==> config.mk <==
export PLATFORM = sky130hd
export DESIGN_NAME = icd_exec
export DESIGN_NICKNAME = d
export VERILOG_FILES = /design/src/rtl/icd_pkg.sv /design/src/rtl/icd_cmp_if.sv /design/src/rtl/icd_cmp_flags.sv /design/src/rtl/icd_exec.sv
export SDC_FILE = /design/constraint.sdc
export NUM_CORES = 1
export LEC_CHECK = 0
export BUFFER_PORTS_ARGS = -buffer_cell sky130_fd_sc_hd__buf_2
export CAP_MARGIN = 5
export CORE_ASPECT_RATIO = 0.9
export CORE_MARGIN = 10
export CORE_UTILIZATION = 60
export DETAILED_ROUTE_END_ITERATION = 12
export PLACE_DENSITY = 0.87
export SYNTH_ARGS = -nofsm -noshare
export SYNTH_HDL_FRONTEND = slang
export SYNTH_SLANG_ARGS = --single-unit
==> constraint.sdc <==
create_clock -name i_sys_clk -period 9.46 [get_ports i_sys_clk]
set_clock_uncertainty 0.2 [all_clocks]
set_input_delay 2.365 -clock i_sys_clk [delete_from_list [all_inputs] [get_ports i_sys_clk]]
set_output_delay 2.365 -clock i_sys_clk [all_outputs]
set_load 0.02 [all_outputs]
==> src/rtl/icd_pkg.sv <==
// Constants and types for the index compare / decimal adjust execution unit
package icd_pkg;
   // ------------------------------------------------------------
   // Opcodes
   // ------------------------------------------------------------
   localparam logic [7:0] OP_PFX_Y = 8'h18;
   localparam logic [7:0] OP_PFX_1A = 8'h1A;
   localparam logic [7:0] OP_PFX_CD = 8'hCD;
   localparam logic [7:0] OP_CMP_IMM = 8'h8C;
   localparam logic [7:0] OP_CMP_DIR = 8'h9C;
   localparam logic [7:0] OP_CMP_EXT = 8'hBC;
   localparam logic [7:0] OP_CMP_IND = 8'hAC;
   localparam logic [7:0] OP_DEC_ADJ = 8'h19;
   // ------------------------------------------------------------
   // Bus and arithmetic constants
   // ------------------------------------------------------------
   localparam logic [15:0] IDLE_ADDR = 16'hFFFF;
   localparam logic [7:0] ZERO_PAGE = 8'h00;
   localparam logic [3:0] NIB_NINE = 4'h9;
   localparam logic [3:0] NIB_LOW_CORR = 4'h6;
   localparam logic [3:0] NIB_HIGH_CORR = 4'h6;
   // ------------------------------------------------------------
   // Condition flag bit positions and reset values
   // ------------------------------------------------------------
   localparam int FLG_C = 0;
   localparam int FLG_V = 1;
   localparam int FLG_Z = 2;
   localparam int FLG_N = 3;
   localparam int FLG_H = 5;
   localparam logic [7:0] FLAGS_RST = 8'hD0;
   localparam logic [15:0] REG16_RST = 16'h0000;
   localparam logic [7:0] REG8_RST = 8'h00;
   // ------------------------------------------------------------
   // Types
   // ------------------------------------------------------------
   typedef enum logic [3:0] {
      ST_FETCH = 4'b0000,
      ST_OPC2 = 4'b0001,
      ST_ARG1 = 4'b0010,
      ST_ARG2 = 4'b0011,
      ST_IDLE_IDX = 4'b0100,
      ST_OPND_HI = 4'b0101,
      ST_OPND_LO = 4'b0110,
      ST_IDLE_END = 4'b0111,
      ST_DAA_2 = 4'b1000
   } icd_state_t;
   typedef enum logic [1:0] {
      MD_IMM = 2'b00,
      MD_DIR = 2'b01,
      MD_EXT = 2'b10,
      MD_IND = 2'b11
   } icd_mode_t;
endpackage : icd_pkg

==> src/rtl/icd_cmp_if.sv <==
// Carrier between the sequencer and the compare flag unit
`timescale 1ns/1ps
`default_nettype none
interface icd_cmp_if;
   logic [15:0] idx;
   logic [15:0] opnd;
   logic n;
   logic z;
   logic v;
   logic c;
   modport src (output idx, output opnd, input n, input z, input v, input c);
   modport alu (input idx, input opnd, output n, output z, output v, output c);
endinterface : icd_cmp_if
`default_nettype wire

==> src/rtl/icd_cmp_flags.sv <==
// 16-bit compare flag unit
`timescale 1ns/1ps
`default_nettype none
module icd_cmp_flags (
   icd_cmp_if.alu cmp
);
   logic [15:0] diff;
   logic ix15;
   logic m15;
   logic r15;
   always_comb begin
      diff = cmp.idx - cmp.opnd;
      ix15 = cmp.idx[15];
      m15 = cmp.opnd[15];
      r15 = diff[15];
      cmp.n = r15;
      cmp.z = (diff == 16'h0000);
      cmp.v = (ix15 & ~m15 & ~r15) | (~ix15 & m15 & r15);
      cmp.c = (~ix15 & m15) | (m15 & r15) | (r15 & ~ix15);
   end
endmodule // icd_cmp_flags
`default_nettype wire

==> src/rtl/icd_exec.sv <==
// Execution sequencer for index compares and decimal adjust
`timescale 1ns/1ps
`default_nettype none
module icd_exec
   import icd_pkg::*;
(
   // Clock and reset
   input wire logic i_sys_clk,
   input wire logic i_rst_b,
   // Memory bus
   output logic [15:0] o_addr,
   output logic o_rd_wr,
   input wire logic [7:0] i_rdata,
   // Architectural state load and observation
   input wire logic i_load,
   input wire logic [15:0] i_pc,
   input wire logic [15:0] i_first_index_register,
   input wire logic [15:0] i_second_index_register,
   input wire logic [7:0] i_primary_accumulator,
   input wire logic [7:0] i_condition_flags,
   output logic [15:0] o_pc,
   output logic [15:0] o_first_index_register,
   output logic [15:0] o_second_index_register,
   output logic [7:0] o_primary_accumulator,
   output logic [7:0] o_condition_flags,
   output logic o_instr_done,
   output logic o_illegal
);
   // ------------------------------------------------------------
   // State
   // ------------------------------------------------------------
   icd_state_t state_q;
   icd_state_t state_d;
   icd_mode_t mode_q;
   logic use_y_q;
   logic idx_y_q;
   logic [1:0] pfx_q;
   logic [15:0] pc_q;
   logic [15:0] ix_q;
   logic [15:0] iy_q;
   logic [7:0] acc_q;
   logic [7:0] flags_q;
   logic [15:0] ea_q;
   logic [15:0] opnd_q;
   logic [7:0] arg_q;
   logic done_q;
   logic illegal_q;
   logic [15:0] addr_d;
   icd_cmp_if cmp_bus ();
   icd_cmp_flags u_cmp (
      .cmp(cmp_bus)
   );
   assign cmp_bus.idx = use_y_q ? iy_q : ix_q;
   assign cmp_bus.opnd = opnd_q;
   // ------------------------------------------------------------
   // Decimal adjust correction
   // ------------------------------------------------------------
   logic [3:0] hi_nib;
   logic [3:0] lo_nib;
   logic lo_af;
   logic corr_lo;
   logic corr_hi;
   logic [7:0] corr_byte;
   logic [7:0] daa_res;
   always_comb begin
      hi_nib = acc_q[7:4];
      lo_nib = acc_q[3:0];
      lo_af = (lo_nib > NIB_NINE);
      corr_lo = flags_q[FLG_H] | lo_af;
      corr_hi = flags_q[FLG_C] | (hi_nib > NIB_NINE) | ((hi_nib == NIB_NINE) & lo_af);
      corr_byte = {(corr_hi ? NIB_HIGH_CORR : 4'h0), (corr_lo ? NIB_LOW_CORR : 4'h0)};
      daa_res = acc_q + corr_byte;
   end
   // ------------------------------------------------------------
   // Next state and bus address
   // ------------------------------------------------------------
   always_comb begin
      state_d = state_q;
      addr_d = IDLE_ADDR;
      case (state_q)
         ST_FETCH: begin
            addr_d = pc_q;
            if (i_rdata == OP_PFX_Y || i_rdata == OP_PFX_1A || i_rdata == OP_PFX_CD) begin
               state_d = ST_OPC2;
            end else if (i_rdata == OP_DEC_ADJ) begin
               state_d = ST_DAA_2;
            end else if (i_rdata == OP_CMP_IMM || i_rdata == OP_CMP_DIR ||
                         i_rdata == OP_CMP_EXT || i_rdata == OP_CMP_IND) begin
               state_d = ST_ARG1;
            end
         end
         ST_OPC2: begin
            addr_d = pc_q;
            state_d = ST_FETCH;
            if (pfx_q == 2'd1 && (i_rdata == OP_CMP_IMM || i_rdata == OP_CMP_DIR ||
                i_rdata == OP_CMP_EXT || i_rdata == OP_CMP_IND)) begin
               state_d = ST_ARG1;
            end else if (pfx_q != 2'd1 && i_rdata == OP_CMP_IND) begin
               state_d = ST_ARG1;
            end
         end
         ST_ARG1: begin
            addr_d = pc_q;
            case (mode_q)
               MD_IMM: state_d = ST_ARG2;
               MD_DIR: state_d = ST_OPND_HI;
               MD_EXT: state_d = ST_ARG2;
               default: state_d = ST_IDLE_IDX;
            endcase
         end
         ST_ARG2: begin
            addr_d = pc_q;
            state_d = (mode_q == MD_IMM) ? ST_IDLE_END : ST_OPND_HI;
         end
         ST_IDLE_IDX: begin
            state_d = ST_OPND_HI;
         end
         ST_OPND_HI: begin
            addr_d = ea_q;
            state_d = ST_OPND_LO;
         end
         ST_OPND_LO: begin
            addr_d = ea_q + 16'h0001;
            state_d = ST_IDLE_END;
         end
         ST_IDLE_END: begin
            state_d = ST_FETCH;
         end
         ST_DAA_2: begin
            addr_d = pc_q;
            state_d = ST_FETCH;
         end
         default: begin
            state_d = ST_FETCH;
         end
      endcase
   end
   assign o_addr = addr_d;
   assign o_rd_wr = 1'b1;
   always_ff @(posedge i_sys_clk) begin
      if (!i_rst_b) begin
         state_q <= ST_FETCH;
      end else if (i_load) begin
         state_q <= ST_FETCH;
      end else begin
         state_q <= state_d;
      end
   end
   // ------------------------------------------------------------
   // Program counter
   // ------------------------------------------------------------
   always_ff @(posedge i_sys_clk) begin
      if (!i_rst_b) begin
         pc_q <= REG16_RST;
      end else if (i_load) begin
         pc_q <= i_pc;
      end else if (state_q == ST_FETCH || state_q == ST_OPC2 || state_q == ST_ARG1 ||
                   state_q == ST_ARG2) begin
         pc_q <= pc_q + 16'h0001;
      end
   end
   // ------------------------------------------------------------
   // Opcode decode: mode, selected index, prefix
   // ------------------------------------------------------------
   always_ff @(posedge i_sys_clk) begin
      if (!i_rst_b) begin
         mode_q <= MD_IMM;
         use_y_q <= 1'b0;
         idx_y_q <= 1'b0;
         pfx_q <= 2'd0;
      end else if (state_q == ST_FETCH || state_q == ST_OPC2) begin
         if (state_q == ST_FETCH) begin
            use_y_q <= (i_rdata == OP_PFX_Y) || (i_rdata == OP_PFX_1A);
            idx_y_q <= (i_rdata == OP_PFX_Y) || (i_rdata == OP_PFX_CD);
            pfx_q <= (i_rdata == OP_PFX_Y) ? 2'd1 : (i_rdata == OP_PFX_1A) ? 2'd2 : 2'd3;
         end
         case (i_rdata)
            OP_CMP_IMM: mode_q <= MD_IMM;
            OP_CMP_DIR: mode_q <= MD_DIR;
            OP_CMP_EXT: mode_q <= MD_EXT;
            default: mode_q <= MD_IND;
         endcase
      end
   end
   // ------------------------------------------------------------
   // Effective address and operand capture
   // ------------------------------------------------------------
   always_ff @(posedge i_sys_clk) begin
      if (!i_rst_b) begin
         arg_q <= REG8_RST;
         ea_q <= REG16_RST;
         opnd_q <= REG16_RST;
      end else begin
         case (state_q)
            ST_ARG1: begin
               arg_q <= i_rdata;
               if (mode_q == MD_IMM) begin
                  opnd_q <= {i_rdata, opnd_q[7:0]};
               end else if (mode_q == MD_DIR) begin
                  ea_q <= {ZERO_PAGE, i_rdata};
               end else if (mode_q == MD_IND) begin
                  ea_q <= (idx_y_q ? iy_q : ix_q) + {8'h00, i_rdata};
               end
            end
            ST_ARG2: begin
               if (mode_q == MD_IMM) begin
                  opnd_q <= {opnd_q[15:8], i_rdata};
               end else begin
                  ea_q <= {arg_q, i_rdata};
               end
            end
            ST_OPND_HI: opnd_q <= {i_rdata, opnd_q[7:0]};
            ST_OPND_LO: opnd_q <= {opnd_q[15:8], i_rdata};
            default: begin
            end
         endcase
      end
   end
   // ------------------------------------------------------------
   // Architectural registers
   // ------------------------------------------------------------
   // Index registers are only loaded from outside; compares never write them.
   always_ff @(posedge i_sys_clk) begin
      if (!i_rst_b) begin
         ix_q <= REG16_RST;
         iy_q <= REG16_RST;
      end else if (i_load) begin
         ix_q <= i_first_index_register;
         iy_q <= i_second_index_register;
      end
   end
   always_ff @(posedge i_sys_clk) begin
      if (!i_rst_b) begin
         acc_q <= REG8_RST;
      end else if (i_load) begin
         acc_q <= i_primary_accumulator;
      end else if (state_q == ST_DAA_2) begin
         acc_q <= daa_res;
      end
   end
   always_ff @(posedge i_sys_clk) begin
      if (!i_rst_b) begin
         flags_q <= FLAGS_RST;
      end else if (i_load) begin
         flags_q <= i_condition_flags;
      end else if (state_q == ST_IDLE_END) begin
         // Upper flag bits untouched
         flags_q[FLG_N] <= cmp_bus.n;
         flags_q[FLG_Z] <= cmp_bus.z;
         flags_q[FLG_V] <= cmp_bus.v;
         flags_q[FLG_C] <= cmp_bus.c;
      end else if (state_q == ST_DAA_2) begin
         // Overflow is undefined here, so it is simply held
         flags_q[FLG_N] <= daa_res[7];
         flags_q[FLG_Z] <= (daa_res == 8'h00);
         flags_q[FLG_C] <= corr_hi;
      end
   end
   // ------------------------------------------------------------
   // Completion and status
   // ------------------------------------------------------------
   always_ff @(posedge i_sys_clk) begin
      if (!i_rst_b) begin
         done_q <= 1'b0;
         illegal_q <= 1'b0;
      end else begin
         done_q <= !i_load && (state_q == ST_IDLE_END || state_q == ST_DAA_2);
         illegal_q <= !i_load && (state_q == ST_FETCH || state_q == ST_OPC2) &&
                      (state_d == ST_FETCH);
      end
   end
   assign o_pc = pc_q;
   assign o_first_index_register = ix_q;
   assign o_second_index_register = iy_q;
   assign o_primary_accumulator = acc_q;
   assign o_condition_flags = flags_q;
   assign o_instr_done = done_q;
   assign o_illegal = illegal_q;
endmodule // icd_exec
`default_nettype wire

### Yosys cells after proc, flatten, opt, wreduce, memory -nomap -nowiden

Cells that the tools add are included.

* input bits: 75
* register bits: 116
* output and inout bits: 83

* reductions and logical operators: 35
* muxes and demuxes: 34
* bitwise operators: 21
* order comparisons: 2
* equality and inequality tests: 27
* add/sub/neg operators: 5

Operator list (number)
* two-way mux 16 bit: 9
* case mux 16 bit (4 select lines): 1
* case mux 16 bit (3 select lines): 1
* == test 8 bit, second input constant: 5
* adder 16 x 1 -> 16 bit, second input constant: 2
* case mux 16 bit (2 select lines): 1
* case mux 4 bit (7 select lines): 1
* == test 8 x 5 -> 1 bit, second input constant: 3
* two-way mux 8 bit: 3
* adder 16 x 8 -> 16 bit: 1
* == test 4 x 3 -> 1 bit, second input constant: 4
* logical NOT 16 bit: 1
* two-way mux 4 bit: 4
* subtractor 16 bit: 1
* two-way mux 2 bit: 6
* AND reduction 4 bit: 3
* nonzero test 2 bit: 6
* logical OR 1 bit: 10
* adder 8 x 7 -> 8 bit: 1
* == test 4 x 2 -> 1 bit, second input constant: 2
* == test 4 bit, second input constant: 2
* greater-than comparator 4 bit, second input constant: 2
* logical NOT 4 bit: 2
* logical NOT 8 bit: 1
* other kinds (20): 52

### Depth between registers and ports, before layout

Gate-level depths: netlist of the first run.

* word-level depth: 10
* mapped depth: 18
* gate-level depth less buffers: 16

### Modules after synthesis

A second synthesis of the first run with hierarchy kept.

* cells, all modules: 945
* area total of the unflattened synthesis: 7557.2 um^2

By module, submodules not included
* icd_exec: sequential area each 2322.2 um^2, cells an instance 816, area an instance 6668.9 um^2, instances 1
* icd_cmp_flags: sequential area each 0.0 um^2, cells an instance 129, area an instance 888.4 um^2, instances 1

### Worst setup path after synthesis of the first run

No wires, ideal clock.

* path kind: input to register
* start point: in i_rdata[1]
* end point: reg ea_q[12]
* library setup time: 0.132 ns
* data required time: 9.128 ns
* cell stages on the path: 10
* setup slack: 4.724 ns
* arrival: 4.403 ns
* cell sequence: clkbuf_1 > inv_1 > fa_1 > nor2b_1 > o21ai_0 > a21o_1 > a2111oi_2 > a211oi_1 > a211oi_1 > a21oi_1

* cells in the longest elaborated chain, start to end: 5

RTL lines
* start, declared: RTL line icd_exec.sv:13 `input wire logic [7:0] i_rdata,`
* adder 16 x 8 -> 16 bit: RTL line icd_exec.sv:202 `ea_q <= (idx_y_q ? iy_q : ix_q) + {8'h00, i_rdata};`
* two-way mux 16 bit: RTL line icd_exec.sv:201 `end else if (mode_q == MD_IND) begin`
* two-way mux 16 bit: RTL line icd_exec.sv:199 `end else if (mode_q == MD_DIR) begin`
* two-way mux 16 bit: RTL line icd_exec.sv:197 `if (mode_q == MD_IMM) begin`
* case mux 16 bit (2 select lines): RTL line icd_exec.sv:194 `case (state_q)`
* end signal, assigned: RTL line icd_exec.sv:200 `ea_q <= {ZERO_PAGE, i_rdata};`
* end signal, assigned: RTL line icd_exec.sv:202
* end signal, assigned: RTL line icd_exec.sv:209 `ea_q <= {arg_q, i_rdata};`
* end, declared: RTL line icd_exec.sv:43 `logic [15:0] ea_q;`

Every way passes these cells. The select of a mux whose other input is x is not followed.
A chain may end at the register's enable or synchronous reset.

### Worst setup path in the final report of the first run

* start point: reg state_q[2]
* end point: out o_addr[6]

* cells in the longest elaborated chain, start to end: 3

RTL lines
* start, declared: RTL line icd_exec.sv:32 `icd_state_t state_q;`
* start signal, assigned: RTL line icd_exec.sv:146 `state_q <= state_d;`
* == test 4 x 2 -> 1 bit (tied with other cells): RTL line icd_exec.sv:80 `case (state_q)`
* OR reduction 5 bit (no line)
* case mux 16 bit (3 select lines) (*): RTL line icd_exec.sv:80
* end, declared: RTL line icd_exec.sv:11 `output logic [15:0] o_addr,`

Every way passes the cells marked *; elsewhere a longest branch is shown, timed or not.

==> summary.md, run 1 <==
| Metric | Value |
|---|---|
| Status | completed |
| Final Slew Violations | 0 |
| Max_cap viols | 0 |
| Max incr delay on CP | 630 ps |
| Worst slew pin tran | approximately 1100 ps |
| Initial DRC count | 579 |
| First-pass GRT wire length | ~35 mm |
| H-tree depth | 4 |
| Dpl hpwl | roughly 16 mm |
| Most frequent CP cell | nor2_1 |
| Largest net degree at the start of global routing | 60 |
| Synth Instances | 900 |
| Nets | 1137 |
| Final Hold Fails | 0 |
| Vias per inst | roughly 6 |
| Worst Path Arrival | approximately 2700 ps |
| Fmax | approximately 0.19 GHz |
| HP Class | flop to flop |
| FF-to-FF path depth | 16 |
| Post-Syn Nets | slightly above 1000 |
| Setup TNS | 0 ps |
| Vias in the first global route | 6831 |
| Synth cell types | 71 |
| Slowest-stage cell, CP | dfxtp_1 |
| Layout cells sized above 1 | between 20% and 30% |
| Post-Synthesis Cell Area | ~7300 sq um |
| Worst path depth | 8 |
| Hold Crit Start | arg_q[4]$_SDFFE_PN0P_ |
| LEAKAGE | 3.83 nW |
| DR pass1 iterations | 4 |
| # DRC | 0 |
| Avg Inst Size Synth | 8.06 sq um |
| Final WS setup | roughly 4200 ps |
| WP data required | ~6900 ps |
| CTS Sinks | ~120 |
| Final Core Density | just over 70% |
| Fin crit period | about 5200 ps |
| WHS Path Cells | 2 |
| Slew margin rel. | 27.5% |
| Routed wire per std cell | roughly 18 um |
| Final worst-path cycle share | approximately 55% |
| Sequential area share after synthesis | 32.0% |
| Cell breakdown of the critical path | inv_1 -> nor2_1 -> and2_1 -> nor2_1 -> nand2_1 -> o41ai_1 -> a221o_1 -> buf_2 |
| Async set or reset register ratio after synthesis | 0% |
| # hold bufs at CTS | 0 |
| Clk root buf | clkbuf_16 |
| Area grow syn2layout | 18.8% |
| CTS tree | built |
| Post-route ant nets | 0 |
| CTS clk-pin slew, worst paths | around 60 ps |
| Port Buf Inserts | ~160 |
| Power per Cell Area | roughly 160 nW/um^2 |
| Die Span Y | around 120 um |
| Post-CTS Setup Bufs | 0 |
| Worst path bufs/invs | 2 |
| Clk_lat worst skew | about 420 ps |
| Worst Setup End Kind | output pin |
| Diode count | 0 |
| Final Setup Violations | 0 |
| Worst VDD drop | between 150 and 200 uV |
| Initial core utilization | between 60% and 70% |
| CTS Buf Count | 17 |
| R2R Path Start | use_y_q$_SDFFE_PN0P_ |
| Core area | around 12000 sq um |
| Reg2reg setup slack | 4340 ps |
| Crit path launch | state_q[2]$_SDFF_PP0_ |
| Seq cells post-synth | roughly 120 |
| Main synth FF type | dfxtp_1 |
| Pre-CTS setup slack | a little over 4000 ps |
| Vias | slightly above 7000 |
| Placer Congestion | approximately 0.97 |
| Antenna violations before repair | 0 |
| Detailed Route WL | between 20 and 25 mm |
| Worst setup SP type | flop |
| Die area | around 17000 sq um |
| Synth warnings | 0 |
| Family with the most delay on the worst path | simple AND/OR/NAND/NOR gates |
| CTS max path bufs | 2 |
| WS Path Type | flop to output pin |
| Site Rows | 38 |
| Die width | between 100 and 150 um |
| RSZ-0062 raised after global routing | false |
| Post-cts repair resize count | 0 |
| CP Max Fanout | 15 |
| # IOs | between 150 and 200 |
| Total grt overflow | 0 |
| Tot GR Track Use | ~25% |
| Post-synth EDFFs | 0 |
-- metrics by stage --
step	power [mW]	cells	hold WS [ps]	instance area (sq um)
6_report	1.38	1200	257	8620
5_1_grt	1.42	1200	272	8620
4_1_cts	1.38	1200	258	8620
3_3_place_gp	0.769	1168	244	8060
3_5_place_dp	0.772	1168	250	8060
2_1_floorplan	0.694	900	236	7250
-- cell usage after synthesis, types with 6 or more instances --
master	number	area (sq um)
a31oi_1	11	68.8
nand3_1	18	90.1
mux2_2	26	293
mux2i_1	68	681
a21o_1	7	52.6
nor3_1	17	85.1
ha_1	32	400
dfxtp_1	116	2320
and2_1	6	37.5
or3_1	6	37.5
o211ai_1	10	75.1
xor2_1	20	175
nor2_1	119	447
xnor2_1	12	105
clkbuf_1	39	146
o21ai_0	57	285
a21oi_1	56	280
nand2_1	85	319
buf_2	10	50.1
and3_1	10	62.6
a211oi_1	22	165
inv_1	37	139
nor2b_1	7	43.8
nand4_1	8	50.1
nand2b_1	7	43.8
-- cells in the final DEF, fill, tap and decap left out, types with 5 or more instances in the layout --
master / n
buf_2: 156
nor2_1: 119
dfxtp_1: 116
nand2_1: 85
mux2i_1: 68
o21ai_0: 57
a21oi_1: 56
inv_1: 37
ha_1: 32
mux2_2: 26
a211oi_1: 22
xor2_1: 20
nand3_1: 18
nor3_1: 17
clkbuf_16: 17
xnor2_1: 12
a31oi_1: 11
and3_1: 10
o211ai_1: 10
nand4_1: 8
nor2b_1: 7
a21o_1: 7
nand2b_1: 7
and2_1: 6
or3_1: 6
o311ai_0: 5
a311oi_1: 5
clkinvlp_4: 5
-- where the power goes --
group          switching [mW]  internal [mW]  total, mW
Clock                   0.247          0.362      0.609
Combinational           0.142         0.0949      0.237
Sequential             0.0232          0.508      0.531
-- state kept, by name, indices dropped and copies added (netlist names), 2 cells and up --
signal,count
o_pc,16
pfx_q,2
o_primary_accumulator,8
o_first_index_register,16
arg_q,8
o_second_index_register,16
ea_q,16
state_q,4
mode_q,2
cmp_bus.opnd,16
o_condition_flags,8
-- final cells by class --
class | instances | area, sq um
multi-input combinational | 693 | 4580
inverter | 39 | 146
clock inverter | 14 | 130
timing repair buffer | 160 | 811
sequential | 116 | 2320
clock buffer | 18 | 429
tap | 160 | 200
fill | 919 | 3320
-- final timing paths --
check	end
worst min register to register	arg_q[4]$_SDFFE_PN0P_
worst max-delay path	o_addr[6]
worst max register to register	o_condition_flags[2]$_SDFFE_PN0P_
worst min-delay path	arg_q[4]$_SDFFE_PN0P_
-- tightest hold or removal path: stages (launching register included) --
cell and delay [ps]:
dfxtp_1 310, nand2_1 50, a21oi_1 50
-- logic make-up after synthesis --
| group | count (synthesis) | synth area share [%] |
|---|---|---|
| buffers and inverters | 91 | 4.93 |
| adders and majority gates | 35 | 6.35 |
| and+or+nand+nor | 308 | 19.4 |
| AOI/OAI and AO/OA | 223 | 20.0 |
| DFF | 116 | 32.0 |
| muxes | 94 | 13.4 |
| other | 1 | 0.0517 |
| xor gates and xnor gates | 32 | 3.86 |
-- metal layers --
metal	part of all wire, %	vias up	global-route usage (%)
met5	0	-	0
met4	1.7	0	7.33
met3	11	33	8.27
met2	44	345	37.6
met1	44	3385	33.4
li1	-	3495	-
Power figures use the tool's default switching activity.
==> run 2: changes to the inputs <==
- CORE_UTILIZATION: 60 -> 55
- PLACE_DENSITY: 0.87 -> 0.81
- clock period: 9.46 -> 4.88 ns (I/O delays scaled with it)
==> run 2 against run 1 <==
  * First-iteration DRC count is 5.5% higher
  * Count of clock-buffer cells in the layout decreased by 1
  * Sequential share of layout area fell by 0.20 points
  * Routed wire length grew 1.3%
  * Flip-flop and latch count is the same
  * Power increased by 97%
  * Sequential power up 94%
  * Clock power rose by 100%
  * Critical path depth rose by 7
  * Worst hold slack better by 6.6 ps
  * Register-to-register slack worse by 3900 ps
==> summary.md, run 2 (synthesized netlist as in run 1, its figures left out) <==
| Metric | Value |
|---|---|
| HP Class | flop to flop (unchanged) |
| Worst Setup End Kind | flop (was output pin) |
| Hold Crit Start | arg_q[4]$_SDFFE_PN0P_ (unchanged) |
| Area occupied by multi-input gates | 4590 sq um (was 4580 sq um) |
| Layout cells sized above 1 | 22.3% (was 21.9%) |
| H-tree depth | 4 (unchanged) |
| Slew margin rel. | 34.9% (was 27.5%) |
| Fin crit period | 4450 ps |
| CTS Sinks | 116 (unchanged) |
| RSZ-0062 raised after global routing | false (unchanged) |
| Worst r2r dst | o_condition_flags[2]$_SDFFE_PN0P_ (unchanged) |
| Most common cell after layout, fill and taps aside | buf_2 (unchanged) |
| Vias | 7277 (was 7258) |
| Nets | 1141 (was 1137) |
| Initial DRC count | 611 (was 579) |
| Fmax | roughly 0.22 GHz |
| Worst VDD drop | 279 uV (was 154 uV) |
| LEAKAGE | 3.86 nW (was 3.83 nW) |
| Filler cell count | 1096 (was 919) |
| # IOs | 158 (unchanged) |
| Clk_lat worst skew | 420 ps (about the same) |
| CTS max path bufs | 2 (unchanged) |
| Clk root buf | clkbuf_16 (unchanged) |
| Diode count | 0 (unchanged) |
| Vias per inst | 6.03 (was 6.05) |
| Final Slew Violations | 0 (unchanged) |
| Largest net degree at the start of global routing | 58 (was 60) |
| Initial core utilization | 56.7% (was 60.8%) |
| DP Cell Count | 1176 (was 1168) |
| FF-to-FF path depth | 15 (was 16) |
| Post-route ant nets | 0 (unchanged) |
| Final Hold Fails | 0 (unchanged) |
| Worst slew pin tran | 975 ps (was 1090 ps) |
| Total grt overflow | 0 (unchanged) |
| Port Buf Inserts | 156 (unchanged) |
| Worst hold slack | 264 ps (was 257 ps) |
| Power per Cell Area | 313 nW/um^2 (was 160 nW/um^2) |
| CP Max Fanout | 8 (was 15) |
| WHS Path Cells | 2 (unchanged) |
| Overall Power | 2.71 mW (was 1.38 mW) |
| Tot GR Track Use | 23.7% (was 25.1%) |
| DR pass1 iterations | 5 (was 4) |
| CTS clk-pin slew, worst paths | 60 ps (about the same) |
| # hold bufs at CTS | 0 (unchanged) |
| WHS Endpoint | arg_q[4]$_SDFFE_PN0P_ (unchanged) |
| Post-CTS Setup Bufs | 0 (unchanged) |
| Commonest cells after routing, fill and taps aside | 156 x buf_2, 119 x nor2_1, 116 x dfxtp_1, 85 x nand2_1, 68 x mux2i_1 (unchanged) |
| WP data required | 5010 ps (was 6900 ps) |
| CTS tree | built (unchanged) |
| Final worst-path cycle share | 91.3% |
| Dpl hpwl | 16.4 mm (was 15.9 mm) |
| Area grow syn2layout | 19.7% (was 18.8%) |
| Placer Congestion | 0.952 (was 0.967) |
| Worst setup SP type | flop (unchanged) |
| Detailed Route WL | 22.3 mm (was 22.0 mm) |
| Core area | 12800 sq um (was 11900 sq um) |
| Status | completed (unchanged) |
| Post-cts repair resize count | 0 (unchanged) |
| Die Span Y | 129 um (was 124 um) |
| Site Rows | 39 (was 38) |
| First-pass GRT wire length | 35.6 mm (was 35.0 mm) |
| WS Path Type | flop to flop (was flop to output pin) |
| Die area | 18200 sq um (was 16900 sq um) |
| Routed wire per std cell | 18.5 um (was 18.3 um) |
| Worst Path Arrival | 4590 ps (was 2680 ps) |
| Vias in the first global route | 6917 (was 6831) |
| Register cell area after layout | 2320 sq um (unchanged) |
| Non-Filler Instances | 1207 (was 1200) |
| R2R Path Start | use_y_q$_SDFFE_PN0P_ (unchanged) |
| Final Setup Violations | 0 (unchanged) |
| Max_cap viols | 0 (unchanged) |
| Final Core Density | 67.9% (was 72.2%) |
| CTS Buf Count | 17 (unchanged) |
| Antenna violations before repair | 0 (unchanged) |
| Die width | 141 um (was 136 um) |
| # DRC | 0 (unchanged) |
| Setup TNS | 0 ps (unchanged) |
| Reg2reg setup slack | 430 ps (was 4340 ps) |
[run 2: power by group]
group	switching, mW	internal, mW
Combinational	0.277	0.185
Sequential	0.0481	0.984
Clock	0.468	0.752
[run 2: worst max-delay path by stage]
stage	startpoint	endpoint	slack, ps	cells past startpoint
final	use_y_q$_SDFFE_PN0P_	o_condition_flags[2]$_SDFFE_PN0P_	430	15
after global routing	use_y_q$_SDFFE_PN0P_	o_condition_flags[2]$_SDFFE_PN0P_	160	17
after CTS	use_y_q$_SDFFE_PN0P_	o_condition_flags[2]$_SDFFE_PN0P_	380	17
after detailed placement	use_y_q$_SDFFE_PN0P_	o_condition_flags[2]$_SDFFE_PN0P_	440	17
after global placement	use_y_q$_SDFFE_PN0P_	o_condition_flags[2]$_SDFFE_PN0P_	550	17
after floorplan	use_y_q$_SDFFE_PN0P_	o_condition_flags[2]$_SDFFE_PN0P_	470	18
[run 2: cell type report]
class | instances | area share [%]
Clock buffer | 17 | 4.90
Clock inverter | 14 | 1.79
Inverter | 39 | 1.69
Multi-Input combinational cell | 693 | 52.8
Sequential cell | 116 | 26.7
Tap cell | 164 | 2.36
Timing Repair Buffer | 164 | 9.68
[run 2: routing by layer]
layer | GRT usage, % | part of all wire [%]
met1 | 31.7 | 46
met2 | 36.2 | 43
met3 | 7.72 | 9.3
met4 | 6.13 | 1.5
met5 | 0 | 0
[run 2: critical path, cell delays in order, from the launching register on]
cell,delay (ps)
dfxtp_1,500
buf_4,230
mux2_2,350
ha_1,420
inv_1,120
o41ai_2,450
a21oi_1,110
o21ai_0,160
o211ai_1,130
fa_1,570
nand2_1,70
nor4_1,320
nand3_1,130
nor4_1,220
o2111ai_1,180
o31ai_1,210
[run 2: metrics by stage]
stage                     instance area (sq um)  setup slack, ps
final                                      8680              426
after global routing                       8680              162
after CTS                                  8670              376
after detailed placement                   8090              440
after global placement                     8090              555
after floorplan                            7250              467
